**src/inc/src_defines.vh**
```
// Register map, field positions, encodings and limits for the sequence run control.
// Included by the design file and the bench; definitions, no logic.
`ifndef SRC_DEFINES_VH
`define SRC_DEFINES_VH

// Register byte offsets
`define SRC_CTRL_OFF      12'h000
`define SRC_SRCSEL_OFF    12'h004
`define SRC_CMD_OFF       12'h008
`define SRC_WLOOP_OFF     12'h00c
`define SRC_SLOOP_OFF     12'h010
`define SRC_TBL_LEN_OFF   12'h014
`define SRC_JUMP_OFF      12'h018
`define SRC_STATUS_OFF    12'h01c
`define SRC_STEP_OFF      12'h020
`define SRC_WCNT_OFF      12'h024

// Control fields
`define SRC_CTRL_RUN_LSB  0
`define SRC_CTRL_ADV_LSB  2
`define SRC_CTRL_ARM_BIT  4
`define SRC_CTRL_FPAB_BIT 5
`define SRC_CTRL_RESET    32'h0000_0010

// Run modes
`define SRC_RUN_CONT      2'h0
`define SRC_RUN_TRIG      2'h1
`define SRC_RUN_GATE      2'h2

// Advance modes
`define SRC_ADV_AUTO      2'h0
`define SRC_ADV_ONCE      2'h1
`define SRC_ADV_STEP      2'h2

// Enable / initiate source codes
`define SRC_SRC_BUS       2'h0
`define SRC_SRC_EVENT     2'h1
`define SRC_SRC_TRIG      2'h2
`define SRC_SRC_FP        2'h3

// Command register bits (write one to act)
`define SRC_CMD_ENABLE    0
`define SRC_CMD_ABORT     1
`define SRC_CMD_INIT      2

// Loop count limits
`define SRC_LOOP_MIN      20'h00001
`define SRC_LOOP_MAX      20'hf4240
`define SRC_LOOP_W        20

// Sequence table
`define SRC_STEP_W        5
`define SRC_TBL_DEPTH     32

`endif

```
**src/src_seq_run_ctrl.v**
```verilog
// Sequence run control: run mode, advance mode and arm option sequencer with APB registers.
// Assumes trigger, event, gate and button inputs are synchronous to pclk and already clean.
`default_nettype none
`include "src_defines.vh"

module src_seq_run_ctrl (
    // APB slave
    input  wire        pclk,
    input  wire        presetn,
    input  wire        psel,
    input  wire        penable,
    input  wire        pwrite,
    input  wire [11:0] paddr,
    input  wire [31:0] pwdata,
    output reg  [31:0] prdata,
    output wire        pready,
    output wire        pslverr,
    // Outside control inputs
    input  wire        trig_in,
    input  wire        event_in,
    input  wire        gate_in,
    input  wire        fp_abort_btn,
    input  wire        fp_init_btn,
    // Waveform engine handshake
    input  wire        wave_done,
    // Sequencer outputs
    output reg         play,
    output reg         first_point_idle,
    output reg         first_wave_idle,
    output reg  [4:0]  step_index,
    output reg         step_restart,
    output reg         smart_trig_en,
    output reg         fp_lockout
);

    // States, one-hot
    localparam [3:0] ST_IDLE = 4'b0001;
    localparam [3:0] ST_RUN  = 4'b0010;
    localparam [3:0] ST_DWELL = 4'b0100;
    localparam [3:0] ST_GATEW = 4'b1000;
    // ST_IDLE  : output idle, waiting for the start condition of the run mode
    // ST_RUN   : counting waveform repetitions of the current step
    // ST_DWELL : loops done, waveform keeps repeating until a jump arrives
    // ST_GATEW : started but the gate is low; the step position is kept
    // The state word is visible in the status register, so a host can see
    // a run that is stuck waiting for a gate or a jump without a probe.

    reg [31:0]                ctrl;
    reg [7:0]                 srcsel;
    reg [`SRC_LOOP_W-1:0]     wloop_cfg;
    reg [`SRC_LOOP_W-1:0]     sloop_cfg;
    reg [`SRC_STEP_W-1:0]     tbl_last;
    reg [`SRC_TBL_DEPTH-1:0]  jump_flags;
    reg [3:0]                 state;
    reg [`SRC_LOOP_W-1:0]     wcnt;
    reg [`SRC_LOOP_W-1:0]     scnt;
    reg                       event_q;
    reg                       jump_pend;
    reg [2:0]                 cmd_pulse;

    wire [1:0] run_mode = ctrl[`SRC_CTRL_RUN_LSB+1:`SRC_CTRL_RUN_LSB];
    wire [1:0] adv_mode = ctrl[`SRC_CTRL_ADV_LSB+1:`SRC_CTRL_ADV_LSB];
    wire       self_arm = ctrl[`SRC_CTRL_ARM_BIT];
    wire       fp_ab_en = ctrl[`SRC_CTRL_FPAB_BIT];
    wire [1:0] en_src   = srcsel[1:0];
    wire [1:0] init_src = srcsel[5:4];

    // Zero or over-range loop counts are clamped into the legal span.
    // Clamping at use rather than at write keeps the read-back equal to
    // what software wrote, at the cost of a comparator per use.
    // Counters start at one, so a count of one means a single pass.
    function [`SRC_LOOP_W-1:0] clamp_loop;
        input [`SRC_LOOP_W-1:0] v;
        begin
            if (v < `SRC_LOOP_MIN)
                clamp_loop = `SRC_LOOP_MIN;
            else if (v > `SRC_LOOP_MAX)
                clamp_loop = `SRC_LOOP_MAX;
            else
                clamp_loop = v;
        end
    endfunction

    // Picks the firing source for enable and initiate selections
    function src_fire;
        input [1:0] sel;
        input       bus;
        input       ev;
        input       tr;
        input       fp;
        begin
            case (sel)
                `SRC_SRC_BUS:   src_fire = bus;
                `SRC_SRC_EVENT: src_fire = ev;
                `SRC_SRC_TRIG:  src_fire = tr;
                `SRC_SRC_FP:    src_fire = fp;
                default:        src_fire = 1'b0;
            endcase
        end
    endfunction

    // APB: zero wait states, unmapped offsets answer with an error.
    // Every register is reachable in one access cycle, so pready is a
    // constant; a slower register file would need this tie replaced.
    // Writes to the read-only words are dropped without an error, since
    // the offsets are mapped; only offsets outside the map raise pslverr.
    wire apb_acc = psel & penable;
    wire apb_wr  = apb_acc & pwrite;
    reg  addr_ok;
    assign pready  = 1'b1;
    assign pslverr = apb_acc & ~addr_ok;

    always @* begin
        case (paddr)
            `SRC_CTRL_OFF, `SRC_SRCSEL_OFF, `SRC_CMD_OFF, `SRC_WLOOP_OFF,
            `SRC_SLOOP_OFF, `SRC_TBL_LEN_OFF, `SRC_JUMP_OFF, `SRC_STATUS_OFF,
            `SRC_STEP_OFF, `SRC_WCNT_OFF: addr_ok = 1'b1;
            default: addr_ok = 1'b0;
        endcase
    end

    wire event_edge = event_in & ~event_q;
    // Front-panel initiate is locked out while bus initiate is selected
    wire fp_ok      = (init_src != `SRC_SRC_BUS);
    wire bus_en     = cmd_pulse[`SRC_CMD_ENABLE];
    wire bus_abort  = cmd_pulse[`SRC_CMD_ABORT] & ~self_arm;
    wire fp_abort   = fp_abort_btn & fp_ab_en;
    wire abort      = bus_abort | fp_abort;
    wire enable_hit = ~self_arm &
                      src_fire(en_src, bus_en, event_edge, trig_in, 1'b0);
    wire init_hit   = (run_mode != `SRC_RUN_CONT) &
                      src_fire(init_src, cmd_pulse[`SRC_CMD_INIT], event_edge,
                               trig_in, fp_init_btn & fp_ok);
    // Continuous mode starts at once when self-armed, else on enable; the others on initiate
    wire start      = (run_mode == `SRC_RUN_CONT) ? (self_arm | enable_hit)
                                                  : init_hit;
    wire gate_ok    = (run_mode != `SRC_RUN_GATE) | gate_in;
    wire dwell_step = (adv_mode == `SRC_ADV_STEP) | jump_flags[step_index];
    wire last_step  = (step_index == tbl_last);
    wire wave_last  = (adv_mode == `SRC_ADV_STEP) | (wcnt >= clamp_loop(wloop_cfg));

    // Registers
    // Command bits are write-one pulses that live for exactly one cycle;
    // they never stay set, so a second write of the same command is needed
    // to act again and no command is replayed by a later unrelated write.
    // Mode changes take effect at once, also while a sequence is running;
    // software that needs a clean switch should abort first.
    always @(posedge pclk or negedge presetn) begin
        if (!presetn) begin
            ctrl       <= `SRC_CTRL_RESET;
            srcsel     <= 8'h00;
            wloop_cfg  <= `SRC_LOOP_MIN;
            sloop_cfg  <= `SRC_LOOP_MIN;
            tbl_last   <= {`SRC_STEP_W{1'b0}};
            jump_flags <= {`SRC_TBL_DEPTH{1'b0}};
            cmd_pulse  <= 3'h0;
        end else begin
            cmd_pulse <= 3'h0;
            if (apb_wr) begin
                case (paddr)
                    `SRC_CTRL_OFF:    ctrl       <= pwdata & 32'h0000_003f;
                    `SRC_SRCSEL_OFF:  srcsel     <= pwdata[7:0];
                    `SRC_CMD_OFF:     cmd_pulse  <= pwdata[2:0];
                    `SRC_WLOOP_OFF:   wloop_cfg  <= pwdata[`SRC_LOOP_W-1:0];
                    `SRC_SLOOP_OFF:   sloop_cfg  <= pwdata[`SRC_LOOP_W-1:0];
                    `SRC_TBL_LEN_OFF: tbl_last   <= pwdata[`SRC_STEP_W-1:0];
                    `SRC_JUMP_OFF:    jump_flags <= pwdata;
                    default: ;
                endcase
            end
        end
    end

    // Read mux is combinational from paddr alone; the master takes the data
    // in the access cycle, while psel and penable still stand.
    // Command reads return zero because the read mux has no entry for that offset.
    always @* begin
        case (paddr)
            `SRC_CTRL_OFF:    prdata = ctrl;
            `SRC_SRCSEL_OFF:  prdata = {24'h0, srcsel};
            `SRC_WLOOP_OFF:   prdata = {12'h0, wloop_cfg};
            `SRC_SLOOP_OFF:   prdata = {12'h0, sloop_cfg};
            `SRC_TBL_LEN_OFF: prdata = {27'h0, tbl_last};
            `SRC_JUMP_OFF:    prdata = jump_flags;
            `SRC_STATUS_OFF:  prdata = {23'h0, jump_pend, smart_trig_en, fp_lockout,
                                        first_wave_idle, first_point_idle, state};
            `SRC_STEP_OFF:    prdata = {27'h0, step_index};
            `SRC_WCNT_OFF:    prdata = {12'h0, wcnt};
            default:          prdata = 32'h0;
        endcase
    end

    // Sequencer
    // Abort has priority over every state and clears position and counters.
    // A self-armed continuous run restarts right after an abort because its
    // start condition is always true; that matches the bus abort being
    // ignored there, and only the front-panel button can pause it briefly.
    // The event input serves enable, initiate and jump at the same time;
    // one edge may start a run and also be held as a pending jump.
    // Gate low pauses at the current step instead of rewinding, so a gate
    // burst resumes where the previous one stopped.
    // The waveform engine reports each finished repetition with wave_done;
    // all counting is done on that pulse, never on free-running cycles.
    always @(posedge pclk or negedge presetn) begin
        if (!presetn) begin
            state        <= ST_IDLE;
            step_index   <= {`SRC_STEP_W{1'b0}};
            wcnt         <= `SRC_LOOP_MIN;
            scnt         <= `SRC_LOOP_MIN;
            event_q      <= 1'b0;
            jump_pend    <= 1'b0;
            play         <= 1'b0;
            step_restart <= 1'b0;
        end else begin
            event_q      <= event_in;
            step_restart <= 1'b0;
            // A jump event seen in the same cycle as its consumption is kept
            if (event_edge)
                jump_pend <= 1'b1;
            if (abort) begin
                state      <= ST_IDLE;
                step_index <= {`SRC_STEP_W{1'b0}};
                wcnt       <= `SRC_LOOP_MIN;
                scnt       <= `SRC_LOOP_MIN;
                jump_pend  <= 1'b0;
                play       <= 1'b0;
            end else begin
                case (state)
                    ST_IDLE: begin
                        if (start) begin
                            state        <= gate_ok ? ST_RUN : ST_GATEW;
                            play         <= gate_ok;
                            step_restart <= 1'b1;
                            // An event edge in the start cycle is kept as a jump
                            jump_pend    <= event_edge;
                        end
                    end
                    ST_GATEW: begin
                        if (gate_in) begin
                            state <= ST_RUN;
                            play  <= 1'b1;
                        end
                    end
                    ST_RUN: begin
                        // Loop count first, then either dwell for a jump or
                        // move on; the last step wraps or ends the pass.
                        // In stepped advance the loop count is not used, so
                        // every repetition end leads straight to the dwell.
                        if (!gate_ok) begin
                            state <= ST_GATEW;
                            play  <= 1'b0;
                        end else if (wave_done) begin
                            if (!wave_last) begin
                                wcnt <= wcnt + 20'h1;
                            end else if (dwell_step) begin
                                state <= ST_DWELL;
                            end else begin
                                wcnt       <= `SRC_LOOP_MIN;
                                step_index <= last_step ? 5'h00 : step_index + 5'h01;
                                if (last_step && adv_mode == `SRC_ADV_ONCE) begin
                                    if (scnt >= clamp_loop(sloop_cfg)) begin
                                        state <= ST_IDLE;
                                        play  <= 1'b0;
                                        scnt  <= `SRC_LOOP_MIN;
                                    end else begin
                                        scnt <= scnt + 20'h1;
                                    end
                                end else if (last_step && run_mode == `SRC_RUN_TRIG &&
                                             adv_mode != `SRC_ADV_ONCE) begin
                                    // Triggered auto plays one pass per trigger
                                    state <= ST_IDLE;
                                    play  <= 1'b0;
                                end
                                // Auto in continuous/gated keeps looping
                            end
                        end
                    end
                    ST_DWELL: begin
                        // Waveform keeps repeating while waiting for the jump.
                        // The move happens on a repetition end so the output
                        // never cuts a waveform short; a jump seen in the
                        // same cycle is carried over as the next pending one.
                        if (!gate_ok) begin
                            state <= ST_GATEW;
                            play  <= 1'b0;
                        end else if (jump_pend && wave_done) begin
                            jump_pend  <= event_edge;
                            wcnt       <= `SRC_LOOP_MIN;
                            state      <= ST_RUN;
                            step_index <= last_step ? 5'h00 : step_index + 5'h01;
                            if (last_step && adv_mode == `SRC_ADV_ONCE) begin
                                if (scnt >= clamp_loop(sloop_cfg)) begin
                                    state <= ST_IDLE;
                                    play  <= 1'b0;
                                    scnt  <= `SRC_LOOP_MIN;
                                end else begin
                                    scnt <= scnt + 20'h1;
                                end
                            end
                        end
                    end
                    default: state <= ST_IDLE;
                endcase
            end
        end
    end

    // Idle kind and mode flags
    // The idle flags follow play with one cycle of lag; they are status for the
    // output stage, which must not rely on them in the first cycle of a run.
    // Smart trigger needs a triggered run without self-arm that is not single pass.
    always @(posedge pclk or negedge presetn) begin
        if (!presetn) begin
            first_point_idle <= 1'b0;
            first_wave_idle  <= 1'b0;
            smart_trig_en    <= 1'b0;
            fp_lockout       <= 1'b0;
        end else begin
            first_point_idle <= ~play & (run_mode != `SRC_RUN_CONT);
            first_wave_idle  <= ~play & (run_mode == `SRC_RUN_CONT);
            smart_trig_en    <= (run_mode == `SRC_RUN_TRIG) & ~self_arm &
                                (adv_mode != `SRC_ADV_ONCE);
            fp_lockout       <= ~fp_ok;
        end
    end


    // Limitations:
    // Trigger and button inputs are level sampled; a held trigger restarts
    // a triggered run every time it returns to idle.
    // Inputs must already be synchronous and free of bounce.
    // The table holds only jump flags and the last index; segment numbers
    // and per-step repeat counts are kept by the waveform engine side.
    // A shared wave loop count applies to every step.

endmodule // src_seq_run_ctrl
`default_nettype wire

```
**config.mk**
```make
export PLATFORM = sky130hd
export DESIGN_NAME = src_seq_run_ctrl
export DESIGN_NICKNAME = d
export VERILOG_FILES = /design/src/src_seq_run_ctrl.v
export VERILOG_INCLUDE_DIRS = /design/src /design/src/inc
export SDC_FILE = /design/constraint.sdc
export NUM_CORES = 1
export LEC_CHECK = 0
export BUFFER_PORTS_ARGS = -buffer_cell sky130_fd_sc_hd__clkbuf_2
export CORE_MARGIN = 5
export CORE_UTILIZATION = 27
export CTS_CLUSTER_DIAMETER = 80
export DETAILED_ROUTE_END_ITERATION = 8
export PLACE_DENSITY = 0.53
export SYNTH_ARGS = -nofsm -noshare
export SYNTH_HDL_FRONTEND = slang
export SYNTH_SLANG_ARGS = --single-unit
```
**constraint.sdc**
```tcl
create_clock -name pclk -period 3.9 [get_ports pclk]
set_input_delay 0.585 -clock pclk [delete_from_list [all_inputs] [get_ports pclk]]
set_output_delay 0.585 -clock pclk [all_outputs]
set_load 0.01 [all_outputs]
```
==> summary.txt, run 1 <==
Run status
  – Outcome: complete, no violations

Routing
  – WL/cell: 20.1 um
  – First-pass DRT Iterations: 8
  – Total number of vias: 8,181
  – ANT nets after route: 0
  – Met3 wire length: 1630 um
  – Routed wl met2: 15,100 um
  – DR vias/cell: 5.36
  – DRT met1 WL: 13,200 um
  – WL final: 30,700 um
  – Top sig layer: met5
  – Drt drc: 0
  – Initial DRC Count: 742

Timing
  – Max-slew violations: 0
  – Setup Skew: 0.0111 ns
  – Slew HR: 0.383
  – Final Hold Violating Endpoints: 0
  – Final setup viols: 0
  – Least-Margin Pin Slew: 0.923 ns
  – Final period utilization: 0.949
  – Hold WS: 0.184 ns
  – Min Tclk post-route: 3.70 ns
  – Fmax: 270 MHz
  – Final WS setup: 0.198 ns

Logic synthesis
  – Seq cells post-synth: 151
  – Number of synthesized flops with an enable pin: 0
  – Post-Synthesis Cells: 951
  – Synth Flop Type: dfrtp_1
  – Mapped Area: 0.00929 mm2
  – Area leader, netlist: dfrtp_1
  – Synth area leaders: dfrtp_1 (39%), mux2_2 (10%), ha_1 (5.8%)
  – Top cell type's share of synthesized area: 0.391
  – Synthesized area per cell: 9.76 um2
  – Syn_nets: 1,049
  – Post-synth ARST share: 1.00
  – Distinct cell type count after synthesis: 72
  – Post-synthesis sequential area ratio: 0.408
  – Yosys warning count: 0

GRT
  – Largest net degree at the start of global routing: 83
  – Number of global-route vias before repair: 8,023
  – Initial antenna violation count: 1
  – First-pass GRT wire length: 47,700 um
  – GRT overflow: 0
  – GRT Util Overall: 0.158

Place
  – Gpl congestion: 0.885
  – Detailed Place HPWL: 23,100 um
  – Placed Area: 0.0104 mm2
  – Place WS: -0.0965 ns
  – PortBufs: 98

Min path
  – Min-Delay Path Class: input pin to async pin

Clocking
  – Max clock buf depth: 2
  – Sink Count: 151
  – Clk Latency, worst-skew pair: 0.43 ns
  – CTS Buf Count: 17
  – Root Driver: clkbuf_16
  – CTS H-tree lvls: 4
  – Clock slew at reported path FFs: 0.06 ns
  – CTS tree: built
  – Cts hold-fix bufs: 0

Floorplan
  – Starting density of the core: 0.271
  – Die area: 0.0382 mm2
  – Rows: 68
  – Die H: 195 um
  – Core area: 0.0343 mm2
  – Ports: 100
  – Die Wd: 195 um

Final layout
  – Design area: 0.0112 mm2
  – Commonest non-fill, non-tap cells in the layout: dfrtp_1 (145), nand2_1 (105), clkbuf_2 (97)
  – Share of cells above drive strength 1: 0.272
  – Post-layout net count: 1,156
  – Commonest non-fill, non-tap cell in the layout: dfrtp_1
  – Layout area overhead: 20.2%
  – Inserted Diodes: 0

Setup path
  – Crit path kind: flip-flop to flip-flop
  – Crit Path Max Fanout: 8
  – Crit. End Element: flip-flop
  – R2R depth: 16
  – R2R Setup Slk: 0.20 ns
  – WP data arrival: 4.04 ns
  – CP required: 4.24 ns
  – Worst setup SP type: flip-flop

Power
  – Peak supply drop: 0.000221 V
  – Pwr dens: 394 mW/mm2
  – Static Leak: 5.09 nW
  – PnR Total Power: 4.40 mW

Run
  – MaxCap Viol Count: 0
[worst max-delay path, cell delays in order (launching register included)]
cell and delay, ns:
dfrtp_1 0.43, nor4_4 0.32, a21oi_1 0.11, o21ai_1 0.14, nand2_1 0.08, a21oi_2 0.19, or2_4 0.19, nand2_1 0.06
ha_1 0.32, nand4_1 0.12, nor2_1 0.13, nand2_1 0.06, o211ai_1 0.47, a21oi_2 0.20, buf_4 0.18, or3_4 0.38
o31ai_1 0.22
[per-layer routing]
layer | track usage | vias to the layer above
li1 | - | 3807
met1 | 0.210 | 4056
met2 | 0.261 | 260
met3 | 0.0292 | 56
met4 | 0.0530 | 2
met5 | 0 | -
[layout make-up]
| type | count | area [um2] |
|---|---|---|
| Clock buffer | 20 | 467 |
| Tap cell | 455 | 569 |
| Clock inverter | 12 | 195 |
| Fill cell | 3536 | 23100 |
| Multi-Input combinational cell | 726 | 5250 |
| Timing Repair Buffer | 138 | 805 |
| Inverter | 24 | 90.1 |
| Sequential cell | 151 | 3790 |
[registers in the layout (all words and copies together), names as in the netlist]
| register | cells |
|---|---|
| cmd_pulse | 3 |
| ctrl | 6 |
| event_q | 1 |
| first_point_idle | 1 |
| first_wave_idle | 1 |
| fp_lockout | 1 |
| jump_flags | 32 |
| jump_pend | 1 |
| play | 1 |
| scnt | 20 |
| sloop_cfg | 20 |
| smart_trig_en | 1 |
| srcsel | 8 |
| state | 4 |
| step_index | 5 |
| step_restart | 1 |
| tbl_last | 5 |
| wcnt | 20 |
| wloop_cfg | 20 |
[power by group]
group | internal (mW) | switching, mW
Combinational | 0.305 | 0.495
Clock | 1.19 | 0.686
Sequential | 1.62 | 0.103
Total | 3.11 | 1.28
[cell usage after synthesis, types with 5 or more instances]
cell	count
dfrtp_1	145
nand2_1	105
mux2_2	84
o21ai_0	54
nor2_1	44
ha_1	43
nor3_1	40
clkbuf_1	33
nand3_1	32
o31ai_1	32
a21oi_1	28
and2_1	24
inv_1	24
a22oi_1	20
and3_1	19
a222oi_1	16
a22o_1	13
nand4_1	12
nor2b_1	12
nor4_1	11
nand2b_1	8
nor3b_1	8
buf_2	7
o41ai_1	7
a21o_1	6
and4_1	6
dfstp_2	6
mux2i_1	6
mux4_2	6
nand3b_1	6
o211ai_1	6
a211oi_1	5
buf_4	5
or3_1	5
[stage by stage]
step | setup TNS, ns | std cells | util
after floorplan | 0 | 951 | -
after global placement | -0.0218 | 1489 | 0.303
after detailed placement | -0.388 | 1489 | 0.303
after CTS | 0 | 1524 | 0.323
after global routing | -0.00119 | 1526 | 0.325
final | 0 | 1526 | 0.325
[final timing paths]
path                                          start                         to
max in group asynchronous                   presetn   wloop_cfg[0]$_DFFE_PN1P_
min in group pclk                          event_in          event_q$_DFF_PN0_
min reg2reg                   srcsel[3]$_DFFE_PN0P_      srcsel[3]$_DFFE_PN0P_
min                                         presetn       scnt[15]$_DFFE_PN0P_
max                        wloop_cfg[1]$_DFFE_PN0P_  step_index[4]$_DFFE_PN0P_
max reg2reg                wloop_cfg[1]$_DFFE_PN0P_  step_index[4]$_DFFE_PN0P_
[timing repair]
| action | CTS | global route |
|---|---|---|
| resized for setup | 1 | 16 |
| pin swaps | 0 | 5 |
| gates cloned | 0 | 1 |
| setup buffers | 3 | 1 |
| setup endpoints to repair | 17 | 44 |
[cells by family (layout without fill, tap and decap cells)]
| family | count (synthesis) | count (layout) | share of synthesized area |
|---|---|---|---|
| and+or+nand+nor | 354 | 355 | 0.199 |
| AOI/OAI and AO/OA | 222 | 222 | 0.167 |
| DFF | 151 | 151 | 0.408 |
| muxes | 99 | 99 | 0.127 |
| buffers and inverters | 75 | 194 | 0.0357 |
| adders and majority gates | 43 | 43 | 0.0579 |
| xor gates and xnor gates | 6 | 6 | 0.00566 |
| other | 1 | 1 | 0.000404 |
Note: power is estimated with default switching activity, not from simulation.
==> run 2: changes to the inputs <==
--- a/config.mk
+++ b/config.mk
@@ -11,6 +11,7 @@
 export CORE_UTILIZATION = 27
 export CTS_CLUSTER_DIAMETER = 80
 export DETAILED_ROUTE_END_ITERATION = 8
+export MAX_ROUTING_LAYER = met4
 export PLACE_DENSITY = 0.53
 export SYNTH_ARGS = -nofsm -noshare
 export SYNTH_HDL_FRONTEND = slang
==> run 2 against run 1 <==
Sequential share of layout area about the same. Fmax down 0.73%. Via count up 0.59%. Core utilization about the same. First-iteration DRC count down 13%. Total power about the same. Critical path depth unchanged. Clock power about the same. Non-clock buffer count unchanged. Global-route usage up 0.48 points. Critical endpoint unchanged.
==> summary.txt, run 2 (synthesized netlist as in run 1, its figures left out) <==
Place
  – PortBufs: 98
  – Gpl congestion: 0.900
  – Detailed Place HPWL: 23,100 um
  – Place WS: -0.0965 ns

Setup path
  – R2R depth: 16
  – R2R Setup Slk: 0.17 ns
  – Worst setup SP type: flip-flop
  – FF-to-FF Start: wloop_cfg[1]$_DFFE_PN0P_
  – R2R Path End: step_index[4]$_DFFE_PN0P_
  – Crit Path Max Fanout: 8
  – WP data arrival: 4.07 ns
  – Crit. End Element: flip-flop
  – CP required: 4.24 ns
  – Crit path kind: flip-flop to flip-flop

Floorplan
  – Die H: 195 um
  – Ports: 100
  – Starting density of the core: 0.271
  – Core area: 0.0343 mm2
  – Die Wd: 195 um
  – Rows: 68
  – Die area: 0.0382 mm2

Run status
  – Outcome: complete, no violations

Power
  – Pwr dens: 394 mW/mm2
  – Peak supply drop: 0.000223 V
  – PnR Total Power: 4.40 mW
  – Static Leak: 5.09 nW

Timing
  – Final period utilization: 0.956
  – Final Hold Violating Endpoints: 0
  – Max-slew violations: 0
  – Min Tclk post-route: 3.73 ns
  – Least-Margin Pin Slew: 0.936 ns
  – Setup Skew: 0.0115 ns
  – Final setup viols: 0
  – Final WS setup: 0.171 ns
  – Hold WS: 0.190 ns
  – TNS Setup: 0 ns
  – Fmax: 268 MHz
  – Slew HR: 0.374

Clocking
  – CTS Buf Count: 17
  – Clock slew at reported path FFs: 0.07 ns
  – CTS H-tree lvls: 4
  – Max clock buf depth: 2
  – Sink Count: 151
  – Cts hold-fix bufs: 0
  – Clk Latency, worst-skew pair: 0.43 ns
  – Root Driver: clkbuf_16
  – CTS tree: built

Routing
  – Initial DRC Count: 645
  – DR vias/cell: 5.39
  – Drt drc: 0
  – First-pass DRT Iterations: 9
  – Total number of vias: 8,229
  – WL/cell: 20.1 um
  – WL final: 30,800 um
  – ANT nets after route: 0

Final layout
  – Post-layout net count: 1,156
  – Max reg flops: 32
  – Layout area overhead: 20.2%
  – Top reg by flops: jump_flags
  – Fillers: 3,536
  – Commonest non-fill, non-tap cell in the layout: dfrtp_1
  – Share of cells above drive strength 1: 0.274
  – Commonest non-fill, non-tap cells in the layout: dfrtp_1 (145), nand2_1 (105), clkbuf_2 (97)

GRT
  – Initial antenna violation count: 1
  – Largest net degree at the start of global routing: 83
  – GRT overflow: 0
  – First-pass GRT wire length: 47,800 um
  – GRT Util Overall: 0.163
  – Number of global-route vias before repair: 8,027

Min path
  – Min-Delay Path Class: input pin to async pin

Run
  – MaxCap Viol Count: 0
==> run 2: cell type report <==
class / instances / area (um2) / share of cell area
Multi-Input combinational cell: 726 / 5250 / 0.470
Tap cell: 455 / 569 / 0.0510
Clock inverter: 12 / 195 / 0.0175
Inverter: 24 / 90.1 / 0.00807
Clock buffer: 20 / 467 / 0.0418
Timing Repair Buffer: 138 / 805 / 0.0721
Sequential cell: 151 / 3790 / 0.339
Antenna cell: 1 / 2.50 / 0.000224
==> run 2: metal layers <==
metal  share of wire  global-route usage
met1            0.44               0.212
met2            0.49               0.260
met4           0.027              0.0546
met5               0                   -
met3           0.050              0.0266
==> run 2: timing repair <==
item | 4_1_cts | 5_1_grt
endpoints found under the setup margin | 17 | 44
buffers inserted | 3 | 1
pin swaps | 0 | 4
cloned | 0 | 1
gates resized for setup | 1 | 15
hold endpoints to repair | 0 | 0
==> run 2: where the power goes <==
group	switching, mW	internal, mW
Clock	0.684	1.19
Sequential	0.104	1.62
Combinational	0.495	0.303
Total	1.28	3.11
==> run 2: stage by stage <==
stage,instances,util,instance area (um2)
after global routing,1527,0.326,11200
after CTS,1524,0.323,11100
after detailed placement,1489,0.303,10400
final,1527,0.326,11200
after global placement,1489,0.303,10400
after floorplan,951,-,9290
==> run 2: worst max path at each step <==
stage	from	end	slack, ns	cells after the start
floorplan	sloop_cfg[1]$_DFFE_PN0P_	scnt[17]$_DFFE_PN0P_	0.17	18
global placement	wloop_cfg[1]$_DFFE_PN0P_	scnt[11]$_DFFE_PN0P_	-0.01	15
CTS	wloop_cfg[1]$_DFFE_PN0P_	scnt[18]$_DFFE_PN0P_	0.05	17
detailed placement	wloop_cfg[1]$_DFFE_PN0P_	scnt[11]$_DFFE_PN0P_	-0.1	15
global route	wloop_cfg[1]$_DFFE_PN0P_	scnt[18]$_DFFE_PN0P_	-0.004	17
finish	wloop_cfg[1]$_DFFE_PN0P_	step_index[4]$_DFFE_PN0P_	0.17	16
==> run 2: critical path, cell delays in order (launching register included) <==
cell and delay (ns):
dfrtp_1 0.43, nor4_4 0.32, a21oi_1 0.10, o21ai_0 0.18, nand2_1 0.09, a21oi_2 0.19
or2_4 0.19, nand2_1 0.06, ha_1 0.32, nand4_1 0.12, nor2_1 0.13, nand2_1 0.06
o211ai_1 0.46, a21oi_2 0.20, buf_4 0.18, or3_4 0.38, o31ai_1 0.22
